<file path="config.mk">
export PLATFORM = sky130hd
export DESIGN_NAME = led_status_driver
export DESIGN_NICKNAME = d
export VERILOG_FILES = /design/src/include/led_pkg.sv /design/src/led_status_driver.sv
export SDC_FILE = /design/constraint.sdc
export NUM_CORES = 1
export LEC_CHECK = 0
export ABC_AREA = 1
export CAP_MARGIN = 0
export CORE_AREA = 2 2 160 162
export DETAILED_ROUTE_END_ITERATION = 10
export DIE_AREA = 0 0 162 164
export DONT_BUFFER_PORTS = 1
export GPL_TIMING_DRIVEN = 0
export SLEW_MARGIN = 20
export SYNTH_ARGS = -nofsm -noshare
export SYNTH_HDL_FRONTEND = slang
export SYNTH_SLANG_ARGS = --single-unit
</file>
<file path="constraint.sdc">
create_clock -name clk_sys -period 3.2 [get_ports clk_sys]
set_input_delay 0.16 -clock clk_sys [delete_from_list [all_inputs] [get_ports clk_sys]]
set_output_delay 0.16 -clock clk_sys [all_outputs]
set_load 0.02 [all_outputs]
</file>
<file path="src/include/led_pkg.sv">
`default_nettype none
package led_pkg;
	// Function codes selected per pin.
	localparam logic [3:0] FN_LINK_ANY = 4'h0;
	localparam logic [3:0] FN_GIG_LINK_WITH_ACTIVITY = 4'h1;
	localparam logic [3:0] FN_FAST_LINK_WITH_ACTIVITY = 4'h2;
	localparam logic [3:0] FN_TEN_LINK_WITH_ACTIVITY = 4'h3;
	localparam logic [3:0] FN_LINK_100_1000 = 4'h4;
	localparam logic [3:0] FN_LINK_10_1000 = 4'h5;
	localparam logic [3:0] FN_LINK_10_100 = 4'h6;
	localparam logic [3:0] FN_DUPLEX_COLLISION = 4'h8;
	localparam logic [3:0] FN_COLLISION = 4'h9;
	localparam logic [3:0] FN_ACTIVITY = 4'ha;
	localparam logic [3:0] FN_AUTONEG_FAULT = 4'hc;
	localparam logic [3:0] FN_FORCE_OFF = 4'he;
	localparam logic [3:0] FN_FORCE_ON = 4'hf;
	// Pin levels: the pins are active low.
	localparam logic PIN_ON = 1'b0;
	localparam logic PIN_OFF = 1'b1;
	// Timing figures.
	localparam int CLK_HZ = 100_000_000;
	localparam int BASE_MS = 50;
	localparam int BLINK_BASE_DHZ = 25;
	localparam int PULSING_HZ = 5_000;
	localparam int PULSING_DUTY_PCT = 20;
	localparam int STRETCH_BASE_CYC = CLK_HZ / 1000 * BASE_MS;
	localparam int BLINK_BASE_HALF_CYC = CLK_HZ * 10 / BLINK_BASE_DHZ / 2;
	localparam int PULSING_PERIOD_CYC = CLK_HZ / PULSING_HZ;
	localparam int PULSING_ON_CYC = PULSING_PERIOD_CYC * PULSING_DUTY_PCT / 100;
endpackage
`default_nettype wire

</file>
<file path="src/led_status_driver.sv">
// Function
// - Code 0: on with link at any speed.
// - Code 1: on with gigabit link only.
// - Code 2: on with 100 Mb/s link.
// - Code 3: on with 10 Mb/s link.
// - Code 4: on with 100 or 1000 link.
// - Code 5: on with 10 or 1000 link.
// - Code 6: on with 10 or 100 link.
// - Link codes: activity blinks pin toward off.
// - Code 8: full duplex on, half-duplex collisions blink.
// - Code 9: collisions blink pin on.
// - Code 10: activity blinks; select bit means transmit.
// - Code 12: on while auto-negotiation fault present.
// - Code 14 forced off, 15 forced on.
// - Combine: link asserts, activity blinks too.
// - Combine disable shows primary function only, except codes 9 and 10, which still blink.
// - Per-pin choice of blink or stretch.
// - Blink has equal high and low times.
// - Per-pin rate: four blink rates, stretch lengths.
// - Stretch holds full period, minimum half period off.
// - Pulsing modulates asserted pin 5 kHz, 20%.
// - Power-down forces every pin off.
`timescale 1ns/1ps
`default_nettype none

module led_status_driver
	import led_pkg::*;
#(
	parameter int PINS = 2,
	parameter int STRETCH_BASE = led_pkg::STRETCH_BASE_CYC,
	parameter int BLINK_HALF_BASE = led_pkg::BLINK_BASE_HALF_CYC,
	parameter int PULSING_PERIOD = led_pkg::PULSING_PERIOD_CYC,
	parameter int PULSING_ON = led_pkg::PULSING_ON_CYC
)
(
	input wire logic clk_sys,
	input wire logic rst,
	input wire logic clk_en,
	input wire logic link_1000,
	input wire logic link_100,
	input wire logic link_10,
	input wire logic full_duplex,
	input wire logic tx_activity,
	input wire logic rx_activity,
	input wire logic collision,
	input wire logic autoneg_fault,
	input wire logic power_down,
	input wire logic activity_tx_only,
	input wire logic pulsing_enable,
	input wire logic [4*PINS-1:0] function_code,
	input wire logic [PINS-1:0] combine_disable,
	input wire logic [PINS-1:0] stretch_enable,
	input wire logic [2*PINS-1:0] rate_select,
	output logic [PINS-1:0] led_n
);
	import led_pkg::*;

	// Blink rates are the slowest rate times one, two, four and eight.
	localparam int BLINK_STEPS = 8;
	localparam int DIV_BITS = 4;
	localparam int SW = $clog2(STRETCH_BASE * BLINK_STEPS + 1);
	localparam int BW = $clog2(BLINK_HALF_BASE + 1);
	localparam int PW = $clog2(PULSING_PERIOD + 1);

	// ==========================================================
	// Shared time bases
	// ==========================================================
	// One blink prescaler feeds all pins; the fastest rate (20 Hz) toggles
	// bit 0 of a divider and slower rates use higher bits, so pins stay in phase.
	// Bit 3 of the divider is the slowest rate (2.5 Hz).
	// Sharing one divider costs a little phase freedom but keeps two pins
	// that show the same rate blinking together, which looks deliberate.
	logic [BW-1:0] blink_cnt_q, blink_cnt_d;
	logic [DIV_BITS-1:0] blink_div_q, blink_div_d;
	logic [PW-1:0] pulsing_cnt_q, pulsing_cnt_d;

	always_comb
	begin
		blink_cnt_d = blink_cnt_q;
		blink_div_d = blink_div_q;
		pulsing_cnt_d = pulsing_cnt_q;
		if (clk_en)
		begin
			if (blink_cnt_q >= BW'(BLINK_HALF_BASE / BLINK_STEPS - 1))
			begin
				blink_cnt_d = '0;
				blink_div_d = blink_div_q + DIV_BITS'(1);
			end
			else
				blink_cnt_d = blink_cnt_q + BW'(1);
			if (pulsing_cnt_q >= PW'(PULSING_PERIOD - 1))
				pulsing_cnt_d = '0;
			else
				pulsing_cnt_d = pulsing_cnt_q + PW'(1);
		end
	end

	always_ff @(posedge clk_sys or posedge rst)
	begin
		if (rst)
		begin
			blink_cnt_q <= '0;
			blink_div_q <= '0;
			pulsing_cnt_q <= '0;
		end
		else
		begin
			blink_cnt_q <= blink_cnt_d;
			blink_div_q <= blink_div_d;
			pulsing_cnt_q <= pulsing_cnt_d;
		end
	end

	// Pulsing on-phase is the first fifth of each 5 kHz period.
	logic pulse_phase;
	assign pulse_phase = pulsing_cnt_q < PW'(PULSING_ON);

	logic any_activity;
	assign any_activity = tx_activity | rx_activity;

	// ==========================================================
	// Per-pin indicator logic
	// ==========================================================
	// Each pin has a primary level, a qualifier that allows the secondary
	// indication, and an event input. Blink gates the event with the shared
	// wave; stretch turns each event into a timed pulse from its own counter.
	// Link codes show the secondary indication by turning the pin off, while
	// the duplex, collision and activity codes turn it on.
	// Power-down and pulsing are applied last, so they override any function.
	// A limitation: a single short event in blink mode only shows if it falls
	// in the active half of the wave, which is why stretch exists.
	// The pins leave flip-flops so that no decode glitch reaches a lamp.
	logic [PINS-1:0] led_q, led_d;
	logic [SW-1:0] stretch_cnt_q [PINS];
	logic [SW-1:0] stretch_cnt_d [PINS];
	logic [PINS-1:0] stretch_act_q, stretch_act_d;

	always_comb
	begin
		logic [3:0] code;
		logic [1:0] rate;
		logic primary;
		logic qual;
		logic event_in;
		logic blink_wave;
		logic indicate;
		logic toward_off;
		logic lit;
		logic [SW-1:0] period;
		code = '0;
		rate = '0;
		primary = 1'b0;
		qual = 1'b0;
		event_in = 1'b0;
		blink_wave = 1'b0;
		indicate = 1'b0;
		toward_off = 1'b0;
		lit = 1'b0;
		period = '0;
		led_d = led_q;
		for (int i = 0; i < PINS; i++)
		begin
			stretch_cnt_d[i] = stretch_cnt_q[i];
			stretch_act_d[i] = stretch_act_q[i];
			code = function_code[4*i +: 4];
			rate = rate_select[2*i +: 2];
			primary = 1'b0;
			qual = 1'b0;
			event_in = 1'b0;
			toward_off = 1'b0;
			unique case (code)
				FN_LINK_ANY: primary = link_1000 | link_100 | link_10;
				FN_GIG_LINK_WITH_ACTIVITY: primary = link_1000;
				FN_FAST_LINK_WITH_ACTIVITY: primary = link_100;
				FN_TEN_LINK_WITH_ACTIVITY: primary = link_10;
				FN_LINK_100_1000: primary = link_100 | link_1000;
				FN_LINK_10_1000: primary = link_10 | link_1000;
				FN_LINK_10_100: primary = link_10 | link_100;
				FN_DUPLEX_COLLISION:
				begin
					primary = (link_1000 | link_100 | link_10) & full_duplex;
					qual = (link_1000 | link_100 | link_10) & ~full_duplex;
					event_in = collision;
				end
				FN_COLLISION:
				begin
					qual = 1'b1;
					event_in = collision;
				end
				FN_ACTIVITY:
				begin
					qual = 1'b1;
					event_in = activity_tx_only ? tx_activity : any_activity;
				end
				FN_AUTONEG_FAULT: primary = autoneg_fault;
				FN_FORCE_OFF: primary = 1'b0;
				FN_FORCE_ON: primary = 1'b1;
				default: primary = 1'b0;
			endcase
			if (code <= FN_LINK_10_100)
			begin
				qual = primary;
				event_in = any_activity;
				toward_off = 1'b1;
			end
			if (combine_disable[i] && code != FN_COLLISION && code != FN_ACTIVITY)
				qual = 1'b0;
			// Stretch length doubles per rate step: 50, 100, 200, 400 ms.
			period = SW'(STRETCH_BASE) << rate;
			// Rate 0 is the fastest blink, so it takes the lowest divider bit.
			blink_wave = blink_div_q[rate];
			if (clk_en)
			begin
				// Re-triggers hold the pulse; after it ends, a half-period dead
				// time keeps the pin at its base level before the next pulse.
				if (stretch_cnt_q[i] != '0)
					stretch_cnt_d[i] = stretch_cnt_q[i] - SW'(1);
				if (stretch_act_q[i] && stretch_cnt_q[i] == SW'(1))
				begin
					stretch_act_d[i] = 1'b0;
					stretch_cnt_d[i] = period >> 1;
				end
				else if (!stretch_act_q[i] && stretch_cnt_q[i] == '0 && qual && event_in)
				begin
					stretch_act_d[i] = 1'b1;
					stretch_cnt_d[i] = period;
				end
				else if (stretch_act_q[i] && qual && event_in && stretch_cnt_q[i] < (period >> 1))
					stretch_cnt_d[i] = stretch_cnt_q[i] + (period >> 1);
			end
			if (stretch_enable[i])
				indicate = stretch_act_q[i];
			else
				indicate = qual & event_in & blink_wave;
			lit = primary;
			if (qual && indicate)
				lit = ~toward_off;
			if (power_down)
				lit = 1'b0;
			if (pulsing_enable && !pulse_phase)
				lit = 1'b0;
			if (clk_en)
				led_d[i] = lit ? PIN_ON : PIN_OFF;
		end
	end

	// ==========================================================
	// Pin and stretch registers
	// ==========================================================
	// Reset leaves every lamp dark until the first enabled edge.
	always_ff @(posedge clk_sys or posedge rst)
	begin
		if (rst)
		begin
			led_q <= {PINS{PIN_OFF}};
			stretch_act_q <= '0;
			for (int i = 0; i < PINS; i++)
				stretch_cnt_q[i] <= '0;
		end
		else
		begin
			led_q <= led_d;
			stretch_act_q <= stretch_act_d;
			for (int i = 0; i < PINS; i++)
				stretch_cnt_q[i] <= stretch_cnt_d[i];
		end
	end

	assign led_n = led_q;
endmodule // led_status_driver

`default_nettype wire

</file>
## Word level (Yosys, flattened, before mapping)

Cells that the tools add are included.

| word-level totals | value |
|---|---|
| bits in writable memories | 0 |
| output and inout bits | 2 |
| bits of input ports | 30 |
| bits in read-only memories | 0 |
| memories kept | 0 |
| word-level logic and storage cells | 154 |
| latch bits | 0 |
| register bits | 100 |

| cells by class | value |
|---|---|
| shift-type cells | 2 |
| divide/modulo/power cells | 0 |
| magnitude comparators | 9 |
| bitwise operators | 14 |
| multiply operators | 0 |
| muxes and demuxes | 43 |
| reductions and logical operators | 43 |
| eq/ne operators | 28 |
| add/subtract/negate cells | 7 |

Operator list:

| cell | count |
|---|---|
| $mux 26 | 8 |
| $add 26x25->26 | 2 |
| $eq 26x1->1 const B | 2 |
| $logic_not 26->1 | 2 |
| $lt 26x25->1 | 2 |
| $reduce_bool 26->1 | 2 |
| $shl 23x2->26 const A | 2 |
| $sub 26x1->26 const B | 2 |
| $eq 4x4->1 const B | 10 |
| $add 25x1->25 const B | 1 |
| $ge 25x22->1 const B | 1 |
| $mux 1 | 25 |
| $mux 25 | 1 |
| $eq 4x3->1 const B | 6 |
| $logic_and 1x1->1 | 21 |
| $pmux 1 s10 | 2 |
| $eq 4x2->1 const B | 4 |
| $ne 4x4->1 const B | 4 |
| $add 15x1->15 const B | 1 |
| $ge 15x15->1 const B | 1 |
| $lt 15x12->1 const B | 1 |
| $mux 15 | 1 |
| $reduce_and 2->1 | 5 |
| $eq 4x1->1 const B | 2 |
| 13 further kinds | 38 |

## Logic depth before layout (Yosys ltp)

| logic depth | value |
|---|---|
| depth after elaboration | 14 |
| mapped depth | 20 |
| gate-level depth less buffers | 20 |

## Least setup slack after synthesis

OpenSTA, ideal clock, no wires.

| path | value |
|---|---|
| path type | input to register |
| from | input rate_select[2] |
| to | register stretch_cnt_q[10] in the netlist's numbering |
| arrival time | 2435 ps |
| path buffers | 2 |
| data required time | 3084 ps |
| setup time | 116 ps |
| path slack | 648 ps |
| stages on the path | 19 |
| cell sequence | inv_1 > ha_1 > inv_1 > ha_1 > inv_2 > a21oi_1 > o21ai_1 > nand2_1 > nand3_1 > nor2_1 > nand2_1 > nor2_2 > buf_6 > buf_6 > nand3_1 > o211ai_1 > nand2_1 > nand2_1 > nand2_1 |

| between the ends | value |
|---|---|
| longest elaborated chain between the ends | 6 |
| elaborated cells on any way between the ends | 9 |
| classes of those cells | add/sub (1); order compare (1); shift (1); mux (3); reduce/logical (3) |

Ends and longest elaborated chain:

| item | RTL line | text |
|---|---|---|
| from (decl) | led_status_driver.sv:53 | `input wire logic [2*PINS-1:0] rate_select,` |
| $shl 23x2->26 (*) | led_status_driver.sv:209 | `period = SW'(STRETCH_BASE) << rate;` |
| $lt 26x25->1 | led_status_driver.sv:228 | `else if (stretch_act_q[i] && qual && event_in && stretch_cnt_q[i] < (period >> 1))` |
| $logic_and 1x1->1 | led_status_driver.sv:228 |  |
| $mux 26 | led_status_driver.sv:228 |  |
| $mux 26 | led_status_driver.sv:223 | `else if (!stretch_act_q[i] && stretch_cnt_q[i] == '0 && qual && event_in)` |
| $mux 26 | led_status_driver.sv:218 | `if (stretch_act_q[i] && stretch_cnt_q[i] == SW'(1))` |
| to (signal, indexed assignment) | led_status_driver.sv:265 | `stretch_cnt_q[i] <= stretch_cnt_d[i];` |
| to (decl) | led_status_driver.sv:134 | `logic [SW-1:0] stretch_cnt_q [PINS];` |

Every way passes the cells marked *; elsewhere a longest branch is shown, timed or not.
A chain may end at the register's enable or synchronous reset.

## Worst setup path in the final report

| path | value |
|---|---|
| from | input rate_select[0] |
| to | register stretch_cnt_q[50] in the netlist's numbering |

The elaborated chain is that of the path after synthesis.

==> flow_results.org <==
** Clocking
- CTS Buf Count :: 9
- In this run the deepest clock path goes through 2 buffers.
- CTS HTree Levels :: 3
- TritonCTS built the clock tree.
- Counting every sink on the clock net gives 100.
- Clock-pin slew reported for the worst setup and hold paths after clock tree synthesis :: 0.07 ns
- Source-to-sink clock delay at the later pin of the worst-skew pair :: 0.36 ns
- The cell sitting at the root of the clock tree is a clkbuf_16.

** Die
- The initial utilization of the core area, before any placement, comes to 45.5%.
- 32 I/O pins were placed.
- The die covers 26600 um^2.
- The die is 162 um wide.
- Die Height :: 164 um
- Core Region :: 24800 um^2
- Placement Rows :: 58

** Placement
- Worst setup timing slack at the placement stage :: -0.443 ns
- Port buffering added 0 buffers.
- GP Congestion :: 0.982
- Placed insts :: 2119
- Dpl hpwl :: 29200 um

** Power and ir drop
- The analysis attributes to cell leakage a power of 6.23 nW.
- Power per unit of standard cell area :: 583 nW/um^2
- IR analysis of the VDD net gives a maximum drop of 0.402 mV.
- Summing internal, switching and leakage power gives 7.09 mW.

** Synth
- The average instance in the mapped netlist occupies 6.32 um^2.
- After synthesis, the largest area contributor takes up 21.7% of total cell area.
- Library cell occupying the most area in the post-synthesis netlist :: dfrtp_1
- Most area-consuming cells after synthesis :: dfrtp_1 22%, nand2_1 17%, ha_1 11%, nor2_1 6.9%, inv_1 6.8%
- After synthesis the cells add up to 11300 um^2.
- Post-synthesis net count :: 1915
- Number of synthesized register bits :: 100
- Synth cell types :: 51
- Number of warnings reported in the yosys synthesis log :: 0
- Gate count after technology mapping :: 1788
- Sequential share of the synthesized area :: 22.2%

** Timing
- The worst path in the final design needs a cycle of 3.00 ns, including I/O delays and setup.
- Worst hold slack after final layout :: 0.0236 ns
- For the pin with the worst max-slew slack, the measured transition is 1.02 ns.
- Endpoints failing hold :: 0
- Period utilisation layout :: 93.7%
- Slew Limit Headroom :: 31.3%
- Worst-case setup margin in the final layout :: 0.203 ns
- Setup violations remaining at the end of the flow were counted as 0.
- Final-report max-slew violation count :: 0
- Top achievable clock speed :: 334 MHz
- Setup repair after global routing left no endpoint under its margin.
- Clock skew on the completed layout was measured at 0.0201 ns.

** Route
- In this run, the number of DRC markers left after iteration 0 of detailed routing was 907.
- For this block, the routed nets add up to 36900 um of wire.
- Count of nets left with antenna violations after detail routing :: 0
- Vias per cell :: 5.44
- The first detailed-routing pass ran for 5 iterations.
- Via count :: 11600
- After detailed routing, the number of remaining DRC violations is 0.
- In the final routed layout, each cell accounts on average for 17.3 um.

** Setup path
- Crit Reg-Reg Startpoint :: stretch_cnt_q[5]$_DFFE_PP0P_
- STA classifies the critical path startpoint as an input pin.
- Flop2flop setup slack :: 0.30 ns
- WS Path Type :: in -> reg
- In this run the critical register-to-register path is captured at stretch_cnt_q[21]$_DFFE_PP0P_.
- R2r worst-path depth :: 17
- Data arrival at the endpoint of the critical path :: 3.28 ns
- Required time of the critical path :: 3.48 ns
- The worst setup path is captured at a register.
- In this run the worst path has a maximum fanout of 10.

** Finish
- At the end of the flow, the number of nets in the layout was 1932.
- At the end of the flow the core is filled with cells to 49.0%.
- Leading cell type in the layout, fill and taps excluded :: nand2_1
- After the flow finishes, the layout carries non-filler instances totaling 2139.
- Relative to the synthesized area, the layout overhead comes to 7.56%.
- Number of filler instances in the final layout :: 2654
- Commonest non-fill, non-tap cells in the layout :: 510 x nand2_1, 208 x nor2_1, 203 x inv_1, 138 x nand3_1, 114 x a21oi_1
- Antenna diode count :: 0
- Fraction of layout instances using a drive strength above 1 :: 7.02%

** GRT
- Global-route congestion overflow total :: 0
- Total routing usage reported by global routing :: 28.3%
- Wire length of the first global-routing pass :: 59500 um
- Entering global routing, the biggest net connects 65 pins.
- Antenna violations before repair :: 0
- The number of global-route vias before repair was 11300.

** Worst hold path
- Hold worst-path end :: led_n[0]$_DFFE_PP1P_
- In this run the most critical hold path is launched from stretch_enable[0].
- The path class of the tightest hold or removal check is in -> reg.
- Count of cells along the worst hold path :: 3

** Flow run
- Across the run, the number of max-cap violations was 0.

** Outcome
- The run finished with clean final reports.
==> logic make-up (layout without fill, tap and decap cells) <==
group	after synthesis	count (layout)	share of synthesized area [%]
XOR/XNOR	83	83	6.43
buffers and inverters	254	275	9.37
AO/OA/AOI/OAI	233	233	11.5
flip-flops	100	100	22.2
adder cells (fa/ha/maj)	97	97	10.9
AND/OR/NAND/NOR	1021	1021	39.6
==> cells in the mapped netlist, drive strengths merged <==
library cell and count:
a211oi 3, a21boi 3, a21o 7, a21oi 116, a31oi 4, and2 1
and3 2, buf 28, clkbuf 10, dfrtp 98, dfstp 2, fa 2
ha 95, inv 216, nand2 522, nand3 146, nand3b 5, nand4 42
nor2 235, nor3 45, nor3b 6, nor4 13, o2111ai 1, o211ai 7
o21a 4, o21ai 72, o21bai 10, o22ai 1, o31ai 4, o41ai 1
or2 4, xnor2 15, xor2 68
==> critical path: stages <==
cell and delay (ns):
inv_1 0.31, ha_2 0.39, inv_1 0.20, ha_1 0.32, clkbuf_1 0.32, nor2_1 0.08
a21oi_1 0.21, nand3_1 0.10, nand2_1 0.13, nand3_1 0.09, nor2_1 0.14, buf_4 0.21
buf_6 0.17, nand3_1 0.14, nand2_1 0.09, nand2_1 0.07, a21oi_2 0.13
==> worst max path at each step <==
stage,startpoint,end,slack (ns)
after CTS,rate_select[0],stretch_cnt_q[31]$_DFFE_PP0P_,0.06
after global placement,rst,stretch_cnt_q[4]$_DFFE_PP0P_,-0.94
after detailed placement,rate_select[3],stretch_cnt_q[21]$_DFFE_PP0P_,-0.44
after floorplan,rst,blink_cnt_q[0]$_DFFE_PP0P_,0.42
after global routing,rate_select[0],stretch_cnt_q[45]$_DFFE_PP0P_,0.002
final,rate_select[0],stretch_cnt_q[50]$_DFFE_PP0P_,0.20
==> power by group <==
group | internal, mW | switching (mW) | total [mW]
Clock | 0.613 | 0.524 | 1.14
Combinational | 1.34 | 2.48 | 3.83
Sequential | 1.57 | 0.556 | 2.12
==> area by class of cell <==
type                       count  area [um^2]  share of cell area, %
tap                          330          413                   3.40
timing repair buffer           6         72.6                  0.597
buffer                        38          243                   2.00
inverter                     216          825                   6.79
clock inverter                 6         71.3                  0.587
clock buffer                   9          225                   1.85
multi-input combinational   1434         7800                   64.2
sequential                   100         2500                   20.6
==> per-layer routing <==
metal / track usage [%] / routed length, um
met1: 36.7 / 16600
met2: 47.7 / 17000
met3: 3.69 / 1890
met4: 11.5 / 1430
met5: 0 / 0
==> metrics by stage <==
step                      TNS [ns]  cell area [um^2]
after floorplan                  0             11300
after global placement     -105.22             11700
after detailed placement    -14.04             11700
after CTS                        0             12100
after global routing             0             12200
final                            0             12200
==> sequential cells by signal, indices dropped and copies added, names as in the netlist <==
signal	flops
blink_cnt_q	25
blink_div_q	4
led_n	2
pulsing_cnt_q	15
stretch_act_q	2
stretch_cnt_q	52
==> what timing repair did <==
action,4_1_cts,5_1_grt
endpoints found under the hold margin,39,0
endpoints found under the setup margin,3,38
resized for setup,3,12
hold buffers,3,0
buffers inserted,0,2
No activity file was read; power rests on OpenSTA's default activity.
